--- config.mk ---
export PLATFORM = sky130hd
export DESIGN_NAME = rtcc_top
export DESIGN_NICKNAME = d
export VERILOG_FILES = /design/src/hdl/rtcc_pkg.sv /design/src/hdl/rtcc_time_core.sv /design/src/hdl/rtcc_top.sv
export SDC_FILE = /design/constraint.sdc
export NUM_CORES = 1
export LEC_CHECK = 0
export BUFFER_PORTS_ARGS = -buffer_cell sky130_fd_sc_hd__buf_2
export CORE_MARGIN = 3
export CORE_UTILIZATION = 55
export DETAILED_ROUTE_END_ITERATION = 6
export PLACE_DENSITY = 0.71
export SLEW_MARGIN = 15
export SYNTH_ARGS = -nofsm -noshare
export SYNTH_HDL_FRONTEND = slang
export SYNTH_SLANG_ARGS = --single-unit
--- constraint.sdc ---
create_clock -name CLK_SYS -period 4.5 [get_ports CLK_SYS]
set_input_delay 0.9 -clock CLK_SYS [delete_from_list [all_inputs] [get_ports CLK_SYS]]
set_output_delay 0.9 -clock CLK_SYS [all_outputs]
set_load 0.05 [all_outputs]
--- src/hdl/rtcc_pkg.sv ---
// constants shared by the real-time clock and calendar core
// Notes on behaviour
// (RULE_01) eight BCD bytes hold time and calendar
// (RULE_02) seventeen status and control bytes follow
// (RULE_03) seven user bytes survive power loss
// (RULE_04) pointer steps after every data byte
// (RULE_05) century to hundredths, 24-hour hours
// (RULE_06) month lengths and leap February automatic
// (RULE_07) programmable square wave, 32 kHz default
// (RULE_08) one open-drain pin, three shared uses
// (RULE_09) open-drain reset output held at power-on
// (RULE_10) first bit direction, then seven-bit address; the code loads only the low six into the pointer
// (RULE_11) sample on rise, shift after fall
// (RULE_12) pointer wraps to zero past top
// (RULE_13) time copy frozen while clock addressed
// (RULE_14) deselect ends transfer, expects direction bit
package rtcc_pkg;
    // clock rates
    localparam int unsigned CLK_HZ      = 20_000_000;   // system clock rate
    localparam int unsigned HUND_HZ     = 100;          // hundredths tick rate
    localparam int unsigned SQW_BASE_HZ = 65_536;       // twice the top square wave rate
    // power-on reset output hold time
    localparam int unsigned RST_HOLD_US = 100;
    localparam int unsigned RST_HOLD_CYC = (RST_HOLD_US * (CLK_HZ / 1_000_000));
    // byte map
    localparam logic [5:0] ADDR_TIME_LAST = 6'h07;     // last timekeeping byte
    localparam logic [5:0] ADDR_CTRL_BASE = 6'h08;     // first status/control byte
    localparam logic [5:0] ADDR_RAM_BASE  = 6'h19;     // first user memory byte
    localparam logic [5:0] ADDR_MAP_LAST  = 6'h1F;     // last mapped byte
    localparam int unsigned CTRL_BYTES    = 17;
    localparam int unsigned RAM_BYTES     = 7;
    // control byte indices, relative to ADDR_CTRL_BASE
    localparam logic [4:0] IDX_OUTCTL = 5'h00;         // output pin control
    localparam logic [4:0] IDX_ALM_EN = 5'h02;         // alarm enable
    localparam logic [4:0] IDX_ALM_HR = 5'h04;         // alarm hour
    localparam logic [4:0] IDX_ALM_MN = 5'h05;         // alarm minute
    localparam logic [4:0] IDX_ALM_SC = 5'h06;         // alarm second
    localparam logic [4:0] IDX_FLAGS  = 5'h07;         // flags
    localparam logic [4:0] IDX_SQW    = 5'h0B;         // square wave select
    // field positions
    localparam int unsigned BIT_OUT   = 7;             // output level bit
    localparam int unsigned BIT_FT    = 6;             // frequency test enable
    localparam int unsigned BIT_AFE   = 7;             // alarm interrupt enable
    localparam int unsigned BIT_AF    = 6;             // alarm flag
    localparam int unsigned BIT_FT_TAP = 6;            // divider tap for 512 Hz
    localparam logic [7:0] SQW_RESET  = 8'h01;         // select 32 kHz
    localparam logic [7:0] OUTCTL_RESET = 8'h80;       // pin released
    // BCD limits
    localparam logic [7:0] HUND_MAX  = 8'h99;
    localparam logic [7:0] SEC_MAX   = 8'h59;
    localparam logic [5:0] HOUR_MAX  = 6'h23;
    localparam logic [2:0] WDAY_MAX  = 3'h7;
    localparam logic [2:0] WDAY_MIN  = 3'h1;
    localparam logic [7:0] MONTH_MAX = 8'h12;
    localparam logic [7:0] YEAR_MAX  = 8'h99;
    localparam logic [7:0] DAY_ONE   = 8'h01;
    localparam logic [7:0] BCD_ZERO  = 8'h00;
    localparam logic [7:0] MON_FEB   = 8'h02;
    localparam logic [7:0] MON_APR   = 8'h04;
    localparam logic [7:0] MON_JUN   = 8'h06;
    localparam logic [7:0] MON_SEP   = 8'h09;
    localparam logic [7:0] MON_NOV   = 8'h11;
    localparam logic [7:0] LAST_28   = 8'h28;
    localparam logic [7:0] LAST_29   = 8'h29;
    localparam logic [7:0] LAST_30   = 8'h30;
    localparam logic [7:0] LAST_31   = 8'h31;
    // serial states
    typedef enum logic [1:0] {RTCC_IDLE, RTCC_HDR, RTCC_WR, RTCC_RD} rtcc_state_t;
endpackage

--- src/hdl/rtcc_time_core.sv ---
// BCD time and calendar counter chain
`timescale 1ns/1ps
`default_nettype none
module rtcc_time_core
    import rtcc_pkg::*;
(
    input  wire logic        clk,
    input  wire logic        rst_n,
    input  wire logic        tick_100hz,
    input  wire logic        wr_en,
    input  wire logic [2:0]  wr_addr,
    input  wire logic [7:0]  wr_data,
    output logic      [63:0] time_q,
    output logic             sec_pulse
);
    logic [7:0] t_q [8];     // live time bytes
    logic [7:0] yr;          // year byte
    logic       leap;        // year divisible by four
    logic [7:0] last_day;    // last date of this month
    logic [7:0] hr_inc;      // hour field stepped in BCD

    // one BCD step of a two-digit byte
    function automatic logic [7:0] bcd_inc(input logic [7:0] v);
        if (v[3:0] == 4'h9) begin
            return {v[7:4] + 4'h1, 4'h0};
        end
        return {v[7:4], v[3:0] + 4'h1};
    endfunction

    // next hour value, kept apart so its low six bits can be selected
    assign hr_inc = bcd_inc({2'b00, t_q[3][5:0]});

    // flatten bytes onto the output
    for (genvar i = 0; i < 8; i++) begin : g_out
        assign time_q[8*i +: 8] = t_q[i];
    end

    // leap year and month length lookup
    assign yr = t_q[7];
    always_comb begin
        leap = yr[4] ? (yr[3:0] == 4'h2 || yr[3:0] == 4'h6)
                     : (yr[3:0] == 4'h0 || yr[3:0] == 4'h4 || yr[3:0] == 4'h8);
        if (t_q[6] == MON_FEB) begin
            last_day = leap ? LAST_29 : LAST_28;                 // [RULE_06]
        end else if (t_q[6] == MON_APR || t_q[6] == MON_JUN ||
                     t_q[6] == MON_SEP || t_q[6] == MON_NOV) begin
            last_day = LAST_30;                                  // [RULE_06]
        end else begin
            last_day = LAST_31;
        end
    end

    // counter cascade; a software write takes priority over the tick
    always_ff @(posedge clk or negedge rst_n) begin
        if (!rst_n) begin
            for (int i = 0; i < 8; i++) begin
                t_q[i] <= BCD_ZERO;
            end
            t_q[4] <= DAY_ONE;
            t_q[5] <= DAY_ONE;
            t_q[6] <= DAY_ONE;
        end else if (wr_en) begin
            t_q[wr_addr] <= wr_data;                             // [RULE_01]
        end else if (tick_100hz) begin
            if (t_q[0] != HUND_MAX) begin
                t_q[0] <= bcd_inc(t_q[0]);                       // [RULE_05]
            end else begin
                t_q[0] <= BCD_ZERO;
                if (t_q[1] != SEC_MAX) begin
                    t_q[1] <= bcd_inc(t_q[1]);
                end else begin
                    t_q[1] <= BCD_ZERO;
                    if (t_q[2] != SEC_MAX) begin
                        t_q[2] <= bcd_inc(t_q[2]);
                    end else begin
                        t_q[2] <= BCD_ZERO;
                        if (t_q[3][5:0] != HOUR_MAX) begin
                            t_q[3] <= {t_q[3][7:6], hr_inc[5:0]};    // [RULE_05]
                        end else begin
                            // new day
                            t_q[4][2:0] <= (t_q[4][2:0] == WDAY_MAX) ? WDAY_MIN
                                                                     : t_q[4][2:0] + 3'h1;
                            if (t_q[5] != last_day) begin
                                t_q[5] <= bcd_inc(t_q[5]);
                                t_q[3] <= {t_q[3][7:6], 6'h00};
                            end else begin
                                t_q[5] <= DAY_ONE;                       // [RULE_06]
                                if (t_q[6] != MONTH_MAX) begin
                                    t_q[6] <= bcd_inc(t_q[6]);
                                    t_q[3] <= {t_q[3][7:6], 6'h00};
                                end else begin
                                    t_q[6] <= DAY_ONE;
                                    if (t_q[7] != YEAR_MAX) begin
                                        t_q[7] <= bcd_inc(t_q[7]);
                                        t_q[3] <= {t_q[3][7:6], 6'h00};
                                    end else begin
                                        t_q[7] <= BCD_ZERO;
                                        t_q[3] <= {t_q[3][7:6] + 2'h1, 6'h00}; // [RULE_05]
                                    end
                                end
                            end
                        end
                    end
                end
            end
        end
    end

    // one-cycle pulse at each whole second
    always_ff @(posedge clk or negedge rst_n) begin
        if (!rst_n) begin
            sec_pulse <= 1'b0;
        end else begin
            sec_pulse <= tick_100hz && !wr_en && (t_q[0] == HUND_MAX);
        end
    end
endmodule
`default_nettype wire

--- src/hdl/rtcc_top.sv ---
// serial-bus real-time clock top: interface, byte map and output pins
`timescale 1ns/1ps
`default_nettype none
module rtcc_top (
    input  wire logic CLK_SYS,
    input  wire logic RST_N,
    input  wire logic SPI_SCL,
    input  wire logic SPI_CS_N,
    input  wire logic SERIAL_IN,
    output logic      SERIAL_OUT,
    output logic      SERIAL_OUT_OE_N,
    output logic      SQUARE_WAVE_OUT,
    output logic      SHARED_INTERRUPT_OUTPUT,
    output logic      SHARED_INTERRUPT_OUTPUT_OE_N,
    output logic      RESET_OUT,
    output logic      RESET_OUT_OE_N
);
    import rtcc_pkg::*;

    logic [2:0]  scl_s_q;          // scl synchroniser and edge history
    logic [1:0]  cs_s_q;           // chip select synchroniser
    logic [1:0]  sdi_s_q;          // data in synchroniser
    logic        scl_rise;         // sampled rising edge
    logic        scl_fall;         // sampled falling edge
    logic        cs_act;           // device selected
    rtcc_state_t state_q;          // serial state
    logic [2:0]  bit_cnt_q;        // bits taken in this byte
    logic [7:0]  rx_q;             // incoming shift register
    logic [7:0]  rx_byte;          // byte completed on this rise
    logic [7:0]  tx_q;             // outgoing shift register
    logic [5:0]  ptr_q;            // byte address pointer
    logic        wr_stb;           // completed write data byte
    logic        sdo_q;            // serial data out
    logic        sdo_oe_n_q;       // serial data out enable
    logic [7:0]  ctrl_q [CTRL_BYTES]; // status and control bytes
    logic [7:0]  ram_q  [RAM_BYTES];  // user memory, no reset
    logic [4:0]  cidx;             // pointer relative to control base
    logic [4:0]  ridx;             // pointer relative to ram base
    logic [63:0] live_time;        // running time bytes
    logic [63:0] snap_q;           // user-visible time copy
    logic        freeze;           // hold the time copy
    logic        sec_pulse;        // whole second
    logic [7:0]  rd_byte;          // byte at the pointer
    logic [24:0] acc100_q;         // hundredths rate accumulator
    logic [24:0] accsq_q;          // square wave rate accumulator
    logic        tick100_q;        // hundredths enable
    logic        ticksq_q;         // 65536 Hz enable
    logic [14:0] div_q;            // square wave divider chain
    logic [3:0]  rs;               // square wave select
    logic        sqw_q;            // square wave out
    logic        alm_match;        // alarm compare
    logic        irq_act;          // interrupt asserted
    logic        pin_oe_n_q;       // shared pin enable, low pulls the pin
    logic [$clog2(RST_HOLD_CYC+1)-1:0] por_cnt_q; // power-on hold counter
    logic        rst_oe_n_q;       // reset output enable, low asserts reset

    // input synchronisers; first stages feed only second stages
    always_ff @(posedge CLK_SYS or negedge RST_N) begin
        if (!RST_N) begin
            scl_s_q <= 3'b000;
            cs_s_q  <= 2'b11;
            sdi_s_q <= 2'b00;
        end else begin
            scl_s_q <= {scl_s_q[1:0], SPI_SCL};
            cs_s_q  <= {cs_s_q[0], SPI_CS_N};
            sdi_s_q <= {sdi_s_q[0], SERIAL_IN};
        end
    end
    assign scl_rise = cs_act && scl_s_q[1] && !scl_s_q[2];   // [RULE_11]
    assign scl_fall = cs_act && !scl_s_q[1] && scl_s_q[2];   // [RULE_11]
    assign cs_act   = !cs_s_q[1];
    assign rx_byte  = {rx_q[6:0], sdi_s_q[1]};

    // serial state, bit counter and receive shift
    always_ff @(posedge CLK_SYS or negedge RST_N) begin
        if (!RST_N) begin
            state_q   <= RTCC_IDLE;
            bit_cnt_q <= 3'h0;
            rx_q      <= 8'h00;
        end else if (!cs_act) begin
            state_q   <= RTCC_IDLE;                            // [RULE_14]
            bit_cnt_q <= 3'h0;
        end else if (state_q == RTCC_IDLE) begin
            state_q   <= RTCC_HDR;                             // fresh selection
        end else if (scl_rise) begin
            rx_q      <= rx_byte;                              // [RULE_11]
            bit_cnt_q <= bit_cnt_q + 3'h1;
            if (bit_cnt_q == 3'h7 && state_q == RTCC_HDR) begin
                state_q <= rx_byte[7] ? RTCC_WR : RTCC_RD;     // [RULE_10]
            end
        end
    end
    assign wr_stb = scl_rise && state_q == RTCC_WR && bit_cnt_q == 3'h7;

    // address pointer: loaded from header, stepped per byte, wraps
    always_ff @(posedge CLK_SYS or negedge RST_N) begin
        if (!RST_N) begin
            ptr_q <= 6'h00;
        end else if (scl_rise && state_q == RTCC_HDR && bit_cnt_q == 3'h7) begin
            ptr_q <= rx_byte[5:0];                             // [RULE_10]
        end else if (wr_stb || (scl_fall && state_q == RTCC_RD && bit_cnt_q == 3'h0)) begin
            ptr_q <= ptr_q + 6'h01;                            // [RULE_04] [RULE_12]
        end
    end

    // read data mux over the byte map
    assign cidx = 5'(ptr_q - ADDR_CTRL_BASE);
    assign ridx = 5'(ptr_q - ADDR_RAM_BASE);
    always_comb begin
        if (ptr_q <= ADDR_TIME_LAST) begin
            rd_byte = snap_q[8*ptr_q[2:0] +: 8];               // [RULE_01]
        end else if (ptr_q < ADDR_RAM_BASE) begin
            rd_byte = ctrl_q[cidx];                            // [RULE_02]
        end else if (ptr_q <= ADDR_MAP_LAST) begin
            rd_byte = ram_q[ridx[2:0]];                        // [RULE_03]
        end else begin
            rd_byte = 8'h00;                                   // unmapped upper half
        end
    end

    // transmit: new byte on the fall after each byte boundary
    always_ff @(posedge CLK_SYS or negedge RST_N) begin
        if (!RST_N) begin
            tx_q       <= 8'h00;
            sdo_q      <= 1'b0;
            sdo_oe_n_q <= 1'b1;
        end else if (state_q != RTCC_RD) begin
            sdo_oe_n_q <= 1'b1;                                // released when not reading
        end else if (scl_fall) begin
            sdo_oe_n_q <= 1'b0;
            if (bit_cnt_q == 3'h0) begin
                sdo_q <= rd_byte[7];                           // [RULE_11]
                tx_q  <= {rd_byte[6:0], 1'b0};
            end else begin
                sdo_q <= tx_q[7];                              // [RULE_11]
                tx_q  <= {tx_q[6:0], 1'b0};
            end
        end
    end

    // time counter chain
    rtcc_time_core u_time (
        .clk        (CLK_SYS),
        .rst_n      (RST_N),
        .tick_100hz (tick100_q),
        .wr_en      (wr_stb && ptr_q <= ADDR_TIME_LAST),
        .wr_addr    (ptr_q[2:0]),
        .wr_data    (rx_byte),
        .time_q     (live_time),
        .sec_pulse  (sec_pulse)
    );

    // user copy follows the live time unless the clock bytes are addressed
    assign freeze = cs_act && (state_q == RTCC_WR || state_q == RTCC_RD)
                    && ptr_q <= ADDR_TIME_LAST;
    always_ff @(posedge CLK_SYS or negedge RST_N) begin
        if (!RST_N) begin
            snap_q <= 64'h0000_0000_0000_0000;
        end else if (!freeze) begin
            snap_q <= live_time;                               // [RULE_13]
        end
    end

    // status and control bytes; alarm flag set wins over a write
    assign alm_match = sec_pulse && live_time[8 +: 8] == ctrl_q[IDX_ALM_SC]
                       && live_time[16 +: 8] == ctrl_q[IDX_ALM_MN]
                       && live_time[24 +: 6] == ctrl_q[IDX_ALM_HR][5:0];
    always_ff @(posedge CLK_SYS or negedge RST_N) begin
        if (!RST_N) begin
            for (int i = 0; i < CTRL_BYTES; i++) begin
                ctrl_q[i] <= 8'h00;
            end
            ctrl_q[IDX_SQW]    <= SQW_RESET;                   // [RULE_07]
            ctrl_q[IDX_OUTCTL] <= OUTCTL_RESET;
        end else begin
            if (wr_stb && ptr_q >= ADDR_CTRL_BASE && ptr_q < ADDR_RAM_BASE) begin
                ctrl_q[cidx] <= rx_byte;                       // [RULE_02]
            end
            if (alm_match) begin
                ctrl_q[IDX_FLAGS][BIT_AF] <= 1'b1;
            end
        end
    end

    // user memory keeps its content through reset
    always_ff @(posedge CLK_SYS) begin
        if (wr_stb && ptr_q >= ADDR_RAM_BASE && ptr_q <= ADDR_MAP_LAST) begin
            ram_q[ridx[2:0]] <= rx_byte;                       // [RULE_03]
        end
    end

    // rate accumulators for hundredths and square wave base
    always_ff @(posedge CLK_SYS or negedge RST_N) begin
        if (!RST_N) begin
            acc100_q  <= 25'h0;
            accsq_q   <= 25'h0;
            tick100_q <= 1'b0;
            ticksq_q  <= 1'b0;
        end else begin
            tick100_q <= acc100_q >= 25'(CLK_HZ - HUND_HZ);
            acc100_q  <= (acc100_q >= 25'(CLK_HZ - HUND_HZ)) ?
                         25'(acc100_q + HUND_HZ - CLK_HZ) : 25'(acc100_q + HUND_HZ);
            ticksq_q  <= accsq_q >= 25'(CLK_HZ - SQW_BASE_HZ);
            accsq_q   <= (accsq_q >= 25'(CLK_HZ - SQW_BASE_HZ)) ?
                         25'(accsq_q + SQW_BASE_HZ - CLK_HZ) : 25'(accsq_q + SQW_BASE_HZ);
        end
    end

    // square wave divider and select, bit k runs at 32768 >> k Hz
    assign rs = ctrl_q[IDX_SQW][3:0];
    always_ff @(posedge CLK_SYS or negedge RST_N) begin
        if (!RST_N) begin
            div_q <= 15'h0;
            sqw_q <= 1'b0;
        end else begin
            if (ticksq_q) begin
                div_q <= div_q + 15'h1;
            end
            sqw_q <= (rs == 4'h0) ? 1'b0 : div_q[4'(rs - 4'h1)]; // [RULE_07]
        end
    end

    // shared pin: interrupt first, then frequency test, then level
    assign irq_act = ctrl_q[IDX_FLAGS][BIT_AF] && ctrl_q[IDX_ALM_EN][BIT_AFE];
    always_ff @(posedge CLK_SYS or negedge RST_N) begin
        if (!RST_N) begin
            pin_oe_n_q <= 1'b1;
        end else if (irq_act) begin
            pin_oe_n_q <= 1'b0;                                // [RULE_08]
        end else if (ctrl_q[IDX_OUTCTL][BIT_FT]) begin
            pin_oe_n_q <= div_q[BIT_FT_TAP];                   // [RULE_08]
        end else begin
            pin_oe_n_q <= ctrl_q[IDX_OUTCTL][BIT_OUT];         // [RULE_08]
        end
    end

    // power-on reset output hold
    always_ff @(posedge CLK_SYS or negedge RST_N) begin
        if (!RST_N) begin
            por_cnt_q  <= '0;
            rst_oe_n_q <= 1'b0;
        end else if (por_cnt_q != ($bits(por_cnt_q))'(RST_HOLD_CYC)) begin
            por_cnt_q  <= por_cnt_q + 1'b1;
            rst_oe_n_q <= 1'b0;                                // [RULE_09]
        end else begin
            rst_oe_n_q <= 1'b1;
        end
    end

    // pin outputs from flops, open-drain data levels tied low
    assign SERIAL_OUT                   = sdo_q;
    assign SERIAL_OUT_OE_N              = sdo_oe_n_q;
    assign SQUARE_WAVE_OUT              = sqw_q;
    assign SHARED_INTERRUPT_OUTPUT      = 1'b0;
    assign SHARED_INTERRUPT_OUTPUT_OE_N = pin_oe_n_q;
    assign RESET_OUT                    = 1'b0;
    assign RESET_OUT_OE_N               = rst_oe_n_q;
endmodule
`default_nettype wire

==> Word-level counts from Yosys, hierarchy flattened <==
Memories as Yosys holds them, arrays and structs flattened.
Cells that the tools add are included.
W data, S select, Z words.
{ "op_classes": {"mul": 0, "div_mod_pow": 0, "reduce_logical": 67, "n_addsub": 27, "mux": 123, "n_lt_le_gt_ge": 12, "bitwise_logic": 5, "n_eq_ne": 49, "shift": 1} }
{ "ops": {"columns": ["operator", "count"], "rows": [
  ["$mux W8", 33],
  ["$mux W27", 6],
  ["$bwmux W136", 1],
  ["$mux W79", 1],
  ["$bwmux W64", 1],
  ["$mux W32", 2],
  ["$shiftx A64 B7 Y8", 1],
  ["$mux W1", 58],
  ["$add A4 B1 Y4 const B", 13],
  ["$ge A25 B25 Y1 const B", 2],
  ["$mux W25", 2],
  ["$sub A25 B25 Y25 const B", 2],
  ["$bmux W8 S5", 1],
  ["$demux W8 S5", 1],
  ["$eq A4 B4 Y1 const B", 8],
  ["$mux W16", 2],
  ["$logic_and A1 B1 Y1", 26],
  ["$add A25 B17 Y25 const B", 1],
  ["$add A25 B7 Y25 const B", 1],
  ["$demux W8 S3", 1],
  ["$mux W24", 1],
  ["$mux W6", 4],
  ["$ne A3 B2 Y1 const B", 6],
  ["$eq A8 B3 Y1 const B", 2],
  ["58 further kinds", 108]
]} }
{ "totals": {"out_inout_bits": 7, "ramBits": 56, "mem_bits_ro": 0, "latch_bits": 0, "inputBits": 5, "mem_count": 1, "register_bits": 381} }
{ "memory_table": {"columns": ["memory", "words", "word_bits", "read_ports", "rd_clocked_by_memory_dff", "write_ports", "line", "rtl"], "rows": [
  ["ram_q", 7, 8, 1, 0, 1, "rtcc_top.sv:36", "logic [7:0] ram_q [RAM_BYTES];"]
]} }

==> Logic depth before layout (Yosys ltp) <==
Gate-level depths: netlist of run 1.
{ "logic_depth": {"depth_word": 24, "mapped_depth": 13, "ltp_nobuf": 11} }

==> By module <==
A second synthesis of run 1 with hierarchy kept.
{ "unflattened": {"hier_cells": 1850, "hier_area_um2": 21969.8} }
{ "by_module_without_submodules": {"columns": ["mod", "cells_each", "n_inst", "seq_area_each_um2", "area_per_inst_um2"], "rows": [
  ["rtcc_top", 1335, 1, 9321.4, 17409.2],
  ["rtcc_time_core", 515, 1, 1630.3, 4560.6]
]} }

==> Worst setup path after synthesis of run 1 <==
No wires, ideal clock.
{ "synth_path": {"path_kind": "reg2reg", "from": "reg ptr_q[1]", "to": "reg ctrl_q[72] in the netlist's numbering", "slack_ns": 1.332, "t_required_ns": 4.375, "setup_ns": 0.125, "stages_incl_launch_ff": 13, "n_path_buf": 4, "arrival_time_ns": 3.043, "cell_sequence": "dfrtp_1 -> clkbuf_1 -> buf_2 -> inv_1 -> clkbuf_1 -> ha_1 -> nand2b_1 -> a31o_2 -> nor3_1 -> and2_1 -> clkbuf_1 -> nand3_1 -> mux2_2"} }
{ "synth_between": {"elab_chain_len": 7, "elab_cells_between_ends": 12, "classes_between": "add/sub: 1; order compare: 4; mux: 3; bitwise: 1; reduce/logical: 3"} }
{ "synth_rtl": {"columns": ["item", "line", "rtl"], "rows": [
  ["start: declaration", "rtcc_top.sv:31", "logic [5:0] ptr_q;"],
  ["start signal: assignment", "rtcc_top.sv:100", "ptr_q <= rx_byte[5:0];"],
  ["start signal: assignment", "rtcc_top.sv:102", "ptr_q <= ptr_q + 6'h01;"],
  ["$sub A5 B4 Y5", "rtcc_top.sv:107", "assign cidx = 5'(ptr_q - ADDR_CTRL_BASE);"],
  ["$not A5 Y6 (not written as such)", "rtcc_top.sv:177", "ctrl_q[cidx] <= rx_byte;"],
  ["$ge A6 B6 Y1 (not written as such) or $lt A6 B1 Y1 (tied branches)", "rtcc_top.sv:177", null],
  ["$logic_and A1 B1 Y1 (not written as such)", "rtcc_top.sv:177", null],
  ["$mux W8 (not written as such)", "rtcc_top.sv:177", null],
  ["$demux W8 S5", "rtcc_top.sv:177", null],
  ["$bwmux W136", "rtcc_top.sv:177", null],
  ["end signal: indexed assignment", "rtcc_top.sv:177", null],
  ["end: declaration", "rtcc_top.sv:35", "logic [7:0] ctrl_q [CTRL_BYTES];"]
]} }
Parallel ways exist; a longest one is shown, timed or not.
A chain may end at the register's enable or synchronous reset.

==> Worst setup path after layout of run 1 <==
{ "layout_path": {"from": "reg ptr_q[3]", "to": "reg tx_q[3]"} }
{ "layout_between": {"elab_chain_len": 8, "elab_cells_between_ends": 12, "classes_between": "add/sub: 1; order compare: 3; mux: 7; bitwise: 1"} }
{ "layout_rtl": {"columns": ["item", "line", "rtl"], "rows": [
  ["$sub A5 B4 Y5", "rtcc_top.sv:107", null],
  ["$not A5 Y6 (not written as such)", "rtcc_top.sv:113", "rd_byte = ctrl_q[cidx];"],
  ["$bmux W8 S5", "rtcc_top.sv:113", null],
  ["$mux W8 (not written as such) (2 in a row)", "rtcc_top.sv:113", null],
  ["$mux W8", "rtcc_top.sv:112", "end else if (ptr_q < ADDR_RAM_BASE) begin"],
  ["$mux W8 (*)", "rtcc_top.sv:110", "if (ptr_q <= ADDR_TIME_LAST) begin"],
  ["$mux W8 (*)", "rtcc_top.sv:131", "if (bit_cnt_q == 3'h0) begin"],
  ["end signal: assignment", "rtcc_top.sv:133", "tx_q <= {rd_byte[6:0], 1'b0};"],
  ["end signal: assignment", "rtcc_top.sv:136", "tx_q <= {tx_q[6:0], 1'b0};"],
  ["end: declaration", "rtcc_top.sv:30", "logic [7:0] tx_q;"]
]} }
Mark *: on every way between the ends. The rest lies on a longest branch, timed or not. The select of a mux whose other input is x is not followed.

==> flow_summary.json, run 1 <==
{
  "power_density_mw_per_mm2": 340,
  "wl_per_cell_microns": 23.1,
  "synth_area_leaders": "dfrtp_1 (41%), mux2_2 (10%), edfxtp_1 (7.7%)",
  "initial_core_util_pct": 56.1,
  "diodes": 0,
  "fin_hold_ws_ns": 0.337,
  "gp_congestion": 0.906,
  "setup_viol": 0,
  "cpMostUsedCell": "a21oi_1",
  "place_area_sq_mm": 0.0223,
  "timing.fmax_mhz": 275,
  "endpoint_kind": "flop",
  "fin_setup_tns_ns": 0,
  "slew_viol_final": 0,
  "vdd_drop_max_mv": 0.252,
  "clockBufferDepth": 3,
  "port_buffers": 9,
  "synth_area_leader_cell": "dfrtp_1",
  "grt_pass1_vias": 15900,
  "area_growth_pct": 9.24,
  "syn_area_per_cell_sq_um": 10.9,
  "remaining_drc_errors": 0,
  "coreArea_sq_mm": 0.0389,
  "status": "finished, final reports clean",
  "ant_nets": 0,
  "wl_microns": 58100,
  "met2_length_microns": 26200,
  "insertion_delay_ns": 0.59,
  "slowest_delay_ns": 0.84,
  "ys_async_sr_fraction_pct": 86.9,
  "period_share_pct": 80.9,
  "tritoncts": "built",
  "syn_area_sq_mm": 0.0218,
  "crit_required_ns": 5.00,
  "numCtsBuffers": 47,
  "met3_length_microns": 4980,
  "fin_nets": 2015,
  "fin_crit_ns": 3.64,
  "worstSetupStartpointType": "flop",
  "ys_types": 96,
  "grt_pass1_wl_microns": 92100,
  "grt_max_degree": 89,
  "critical_path.max_fanout": 19,
  "hold_viol_final": 0,
  "cts.clk_slew.worst_paths_ns": 0.07,
  "netlist_instances": 2001,
  "h-tree-depth": 2,
  "ys_seq_area_share_pct": 50.2,
  "tightest_slew_ns": 1.03,
  "cts.sinks": 426,
  "yosys_warnings": 0,
  "instances_no_fill": 2521,
  "cts-root-buf": "clkbuf_16",
  "cp.arrival_ns": 4.14,
  "ys.flop_type": "dfrtp_1",
  "route.vias.total": 16200,
  "die_area_sq_mm": 0.0421,
  "track_usage_pct": 28.2,
  "power_leakage_nw": 10.4,
  "synth_top_area_share_pct": 41.4,
  "postCtsSetupRepairBufs": 0,
  "first_pass_iters": 5,
  "dp_hpwl_microns": 38200,
  "min-delay-path-class": "in -> async",
  "viasPerCell": 6.43,
  "ys_top_cells_by_count": "dfrtp_1 (361), mux2_2 (200), nand2_1 (148), o21ai_0 (119), nor2_1 (100)",
  "design_area_sq_mm": 0.0238,
  "post_route_cells_drive_above_1_share_pct": 17.9,
  "crit_family": "simple AND/OR/NAND/NOR gates",
  "finalClockSkew_ns": 0.0234,
  "fp.dieW_microns": 205,
  "antenna_found_initial": 1,
  "criticalPathCategory": "reg -> reg",
  "cts_resized": 0,
  "max_cap_violations": 0,
  "slowest_stage": "dfrtp_1",
  "dieHeight_microns": 205,
  "io_pins": 12,
  "ff2ff_setup_slack_ns": 0.86,
  "top_layer": "met5",
  "synth_edf_count": 56,
  "dp_cells": 2434,
  "wl_met1_microns": 24800,
  "cp_cell_sequence": "clkinv_1, ha_1, inv_1, nor3_1, nor2b_1, a21oi_1, a311oi_1, a21oi_1, o21ai_0",
  "drt_iter0_markers": 1611,
  "gr-total-overflow": 0,
  "n_fill_cell": 3162,
  "rsz0062_at_grt": "no",
  "max_slew_margin_pct": 30.7,
  "postCtsHoldBufs": 0,
  "rows": 72,
  "ys_ff_latch": 426,
  "yosysMostFrequentCell": "dfrtp_1",
  "cp_num_buf_inv": 2
}
cell usage in the layout (no fill, tap or decap), types with 16 or more instances in the layout:
| cell | synthesis | routed |
|---|---|---|
| nand4_1 | 19 | 19 |
| ha_1 | 45 | 45 |
| nor2_1 | 100 | 99 |
| nor2b_1 | 19 | 19 |
| mux2i_1 | 35 | 35 |
| a22oi_1 | 24 | 24 |
| xnor2_1 | 72 | 72 |
| mux2_2 | 200 | 200 |
| and3_1 | 19 | 19 |
| a31oi_1 | 22 | 22 |
| nand2b_1 | 16 | 16 |
| o21ai_0 | 119 | 119 |
| inv_1 | 56 | 56 |
| edfxtp_1 | 56 | 56 |
| dfrtp_1 | 361 | 358 |
| a21oi_1 | 98 | 98 |
| o22ai_1 | 22 | 22 |
| clkbuf_16 | 0 | 47 |
| nand3_1 | 53 | 53 |
| nand2_1 | 148 | 148 |
| buf_4 | 3 | 26 |
| xor2_1 | 42 | 42 |
| a211oi_1 | 16 | 16 |
| nor3_1 | 40 | 40 |
final cells by class:
type	count	area, sq um	share of cell area (%)
Timing Repair Buffer	40	350	1.47
Multi-Input combinational cell	1390	10100	42.5
Clock buffer	71	1370	5.73
Inverter	60	225	0.945
Clock inverter	16	150	0.630
Tap cell	518	648	2.72
Sequential cell	426	11000	46.0
cell families (layout without fill, tap and decap cells):
family / after synthesis / count (layout) / synth area share [%]
AOI/OAI and AO/OA: 466 / 466 / 14.0
xor gates and xnor gates: 114 / 114 / 4.58
adders and majority gates: 45 / 45 / 2.58
buffers and inverters: 186 / 187 / 3.48
DFF: 426 / 426 / 50.2
muxes: 243 / 243 / 12.7
other: 1 / 2 / 0.0172
and+or+nand+nor: 520 / 520 / 12.4
sequential cells by signal, summed over array words and instances (netlist names), 2 cells and up:
name           cells
state_q            2
u_time.yr          8
por_cnt_q         11
tx_q               7
scl_s_q            3
ptr_q              6
ram_q             56
sdi_s_q            2
accsq_q           17
u_time.time_q     56
cs_s_q             2
rx_q               7
snap_q            64
acc100_q          23
bit_cnt_q          3
div_q             15
ctrl_q           136
through the flow:
stage | setup slack [ns] | util [%] | power (mW)
global route | 0.609 | 61.2 | 8.34
floorplan | 1.33 | - | 4.13
detailed placement | 1.05 | 57.3 | 4.35
finish | 0.857 | 61.2 | 8.10
global placement | 1.09 | 57.3 | 4.35
CTS | 0.976 | 61.2 | 8.16
worst reg2reg max path, cell delays in order, from the launching register on:
cell and delay (ns):
dfrtp_1 0.84, clkinv_1 0.51, ha_1 0.49, inv_1 0.13, nor3_1 0.60, nor2b_1 0.35, a21oi_1 0.13, a311oi_1 0.27
a21oi_1 0.06, o21ai_0 0.18
layer usage:
layer  track usage [%]  vias up
met5                 0        -
met3              5.77      143
met4              10.2        2
met2              43.1      700
li1                  -     7264
met1              40.1     8112
final timing paths:
check,start,to,cells after the start
max,ptr_q[3],tx_q[3],9
min,RST_N,acc100_q[24],1
max reg2reg,ptr_q[3],tx_q[3],9
min reg2reg,sdi_s_q[0],sdi_s_q[1],0
max in group asynchronous,RST_N,ctrl_q[135],2
min in group CLK_SYS,sdi_s_q[0],sdi_s_q[1],0
report_power, final:
| group | leakage [nW] | switching (mW) | internal, mW | total [mW] |
|---|---|---|---|---|
| Clock | 0.746 | 1.60 | 2.22 | 3.82 |
| Combinational | 4.03 | 0.226 | 0.0402 | 0.266 |
| Sequential | 5.58 | 0.0745 | 3.94 | 4.01 |
| Total | 10.4 | 1.90 | 6.20 | 8.10 |
Power figures use the tool's default switching activity.
==> run 2: changes to the inputs <==
PLACE_DENSITY = 0.73   (was 0.71)
clock period = 3.05 ns   (was 4.5 ns; I/O delays follow)
==> run 2 against run 1 <==
Wire length increased by 2.5%. Sequential power is 47% higher. Clock power up 50%. Clock skew shrank 0.0066 ns. Flip-flop and latch count stayed put. Combinational power up 71%. Total power rose by 49%. Non-clock buffer count rose by 82. Largest power group unchanged.
==> flow_summary.json, run 2 (same netlist as run 1, synthesis figures left out) <==
{
  "fin_crit_ns": 2.91,
  "power_switching_mw": 2.75,
  "worstSetupStartpointType": "flop",
  "power_frac_clock_pct": 47.4,
  "post_route_cells_drive_above_1_share_pct": 21.4,
  "rsz0062_at_grt": "no",
  "gr-total-overflow": 0,
  "regMostFlops": "ctrl_q",
  "critical_path.max_fanout": 74,
  "cp.arrival_ns": 3.39,
  "final_cell_mix": "dfrtp_1 (359), mux2_2 (200), nand2_1 (148)",
  "crit_required_ns": 3.53,
  "track_usage_pct": 28.6,
  "internal_power_mw": 9.33,
  "rows": 72,
  "cts.sinks": 426,
  "antenna_found_initial": 1,
  "hold_viol_final": 0,
  "cts-root-buf": "clkbuf_16",
  "port_buffers": 9,
  "io_pins": 12,
  "max_slew_margin_pct": 32.0,
  "ff2ff_setup_slack_ns": 0.14,
  "power_leakage_nw": 10.8,
  "initial_core_util_pct": 56.1,
  "wl_per_cell_microns": 22.9,
  "grt_pass1_vias": 16600,
  "combinationalPowerShare_pct": 3.8,
  "largest_reg_flops": 136,
  "slew_viol_final": 0,
  "seqPwrFrac_pct": 48.8,
  "tritoncts": "built",
  "report.power.total_mw": 12.1,
  "dp_hpwl_microns": 40300,
  "die_area_sq_mm": 0.0421,
  "area_growth_pct": 12.4,
  "layout_commonest_cell": "dfrtp_1",
  "grt_max_degree": 94,
  "swShare_pct": 22.8,
  "fin_nets": 2097,
  "status": "finished, final reports clean",
  "tightest_slew_ns": 1.02,
  "criticalPathCategory": "reg -> reg",
  "remaining_drc_errors": 0,
  "numCtsBuffers": 47,
  "dieHeight_microns": 205,
  "vdd_drop_max_mv": 0.418,
  "ant_nets": 0,
  "route.vias.total": 16800,
  "postCtsSetupRepairBufs": 0,
  "h-tree-depth": 2,
  "first_pass_iters": 5,
  "grt_pass1_wl_microns": 94500,
  "finalClockSkew_ns": 0.0168,
  "max_cap_violations": 0,
  "insertion_delay_ns": 0.58,
  "diodes": 0,
  "clockBufferDepth": 3,
  "timing.fmax_mhz": 344,
  "drt_iter0_markers": 1704,
  "min-delay-path-class": "in -> reg",
  "endpoint_kind": "flop",
  "power_density_mw_per_mm2": 493,
  "cts.clk_slew.worst_paths_ns": 0.06,
  "viasPerCell": 6.45,
  "period_share_pct": 95.4,
  "gp_congestion": 0.911,
  "fp.dieW_microns": 205,
  "top_regs": "ctrl_q (136), snap_q (64)",
  "coreArea_sq_mm": 0.0389,
  "wl_microns": 59600,
  "setup_viol": 0,
  "fin_setup_tns_ns": 0
}
==> run 2: timing repair <==
action,in CTS,in global routing
hold buffers,1,0
resized for setup,0,6
setup endpoints to repair,0,11
endpoints found under the hold margin,39,0
==> run 2: area by class of cell <==
type	count	area (sq um)
Multi-Input combinational cell	1390	10200
Inverter	60	225
Clock inverter	14	151
Timing Repair Buffer	122	968
Fill cell	3084	14400
Tap cell	518	648
Clock buffer	72	1410
Sequential cell	426	11000
==> run 2: path summary, 6_finish.rpt <==
path / start / end / cells after the start
max: ptr_q[0] / tx_q[6] / 9
min: SPI_CS_N / cs_s_q[0] / 1
min reg2reg: sdi_s_q[0] / sdi_s_q[1] / 0
max in group asynchronous: RST_N / SHARED_INTERRUPT_OUTPUT_OE_N / 3
max reg2reg: ptr_q[0] / tx_q[6] / 9
min in group asynchronous: RST_N / u_time.time_q[47] / 2
==> run 2: critical path, cell delays in order, from the launching register on <==
cell      delay (ns)
dfrtp_4         0.43
buf_12          0.38
nor2b_1         0.42
buf_4           0.25
a22oi_1         0.14
a21oi_1         0.32
o21ai_0         0.24
o211ai_1        0.26
a31oi_1         0.14
o21ai_0         0.21
==> run 2: routing by layer <==
layer | part of all wire, % | GRT usage, % | wire [microns] | vias up
li1 | - | - | - | 7464
met1 | 42 | 40.5 | 25300 | 8426
met2 | 46 | 43.9 | 27200 | 752
met3 | 8.3 | 6.02 | 4960 | 147
met4 | 3.5 | 10.2 | 2110 | 2
met5 | 0.020 | 0 | 12 | -
==> run 2: per-stage QoR <==
step | utilization, % | cell area, sq um | instances | setup slack (ns) | hold slack (ns)
floorplan | - | 21800 | 2002 | 0.00880 | 0.314
global placement | 58.9 | 22900 | 2515 | 0.207 | 0.339
detailed placement | 58.9 | 22900 | 2515 | 0.171 | 0.340
CTS | 62.9 | 24500 | 2602 | 0.122 | 0.122
global route | 63.0 | 24500 | 2602 | 0.0129 | 0.130
finish | 63.0 | 24500 | 2602 | 0.140 | 0.141
==> run 2: power groups by stage <==
stage	combinational [mW]	sequential [mW]	clock [mW]
3_3_place_gp	0.442	5.99	0
3_5_place_dp	0.447	5.99	0
6_report	0.456	5.89	5.73
2_1_floorplan	0.151	5.95	0
5_1_grt	0.478	5.89	6.04
4_1_cts	0.449	5.89	5.81
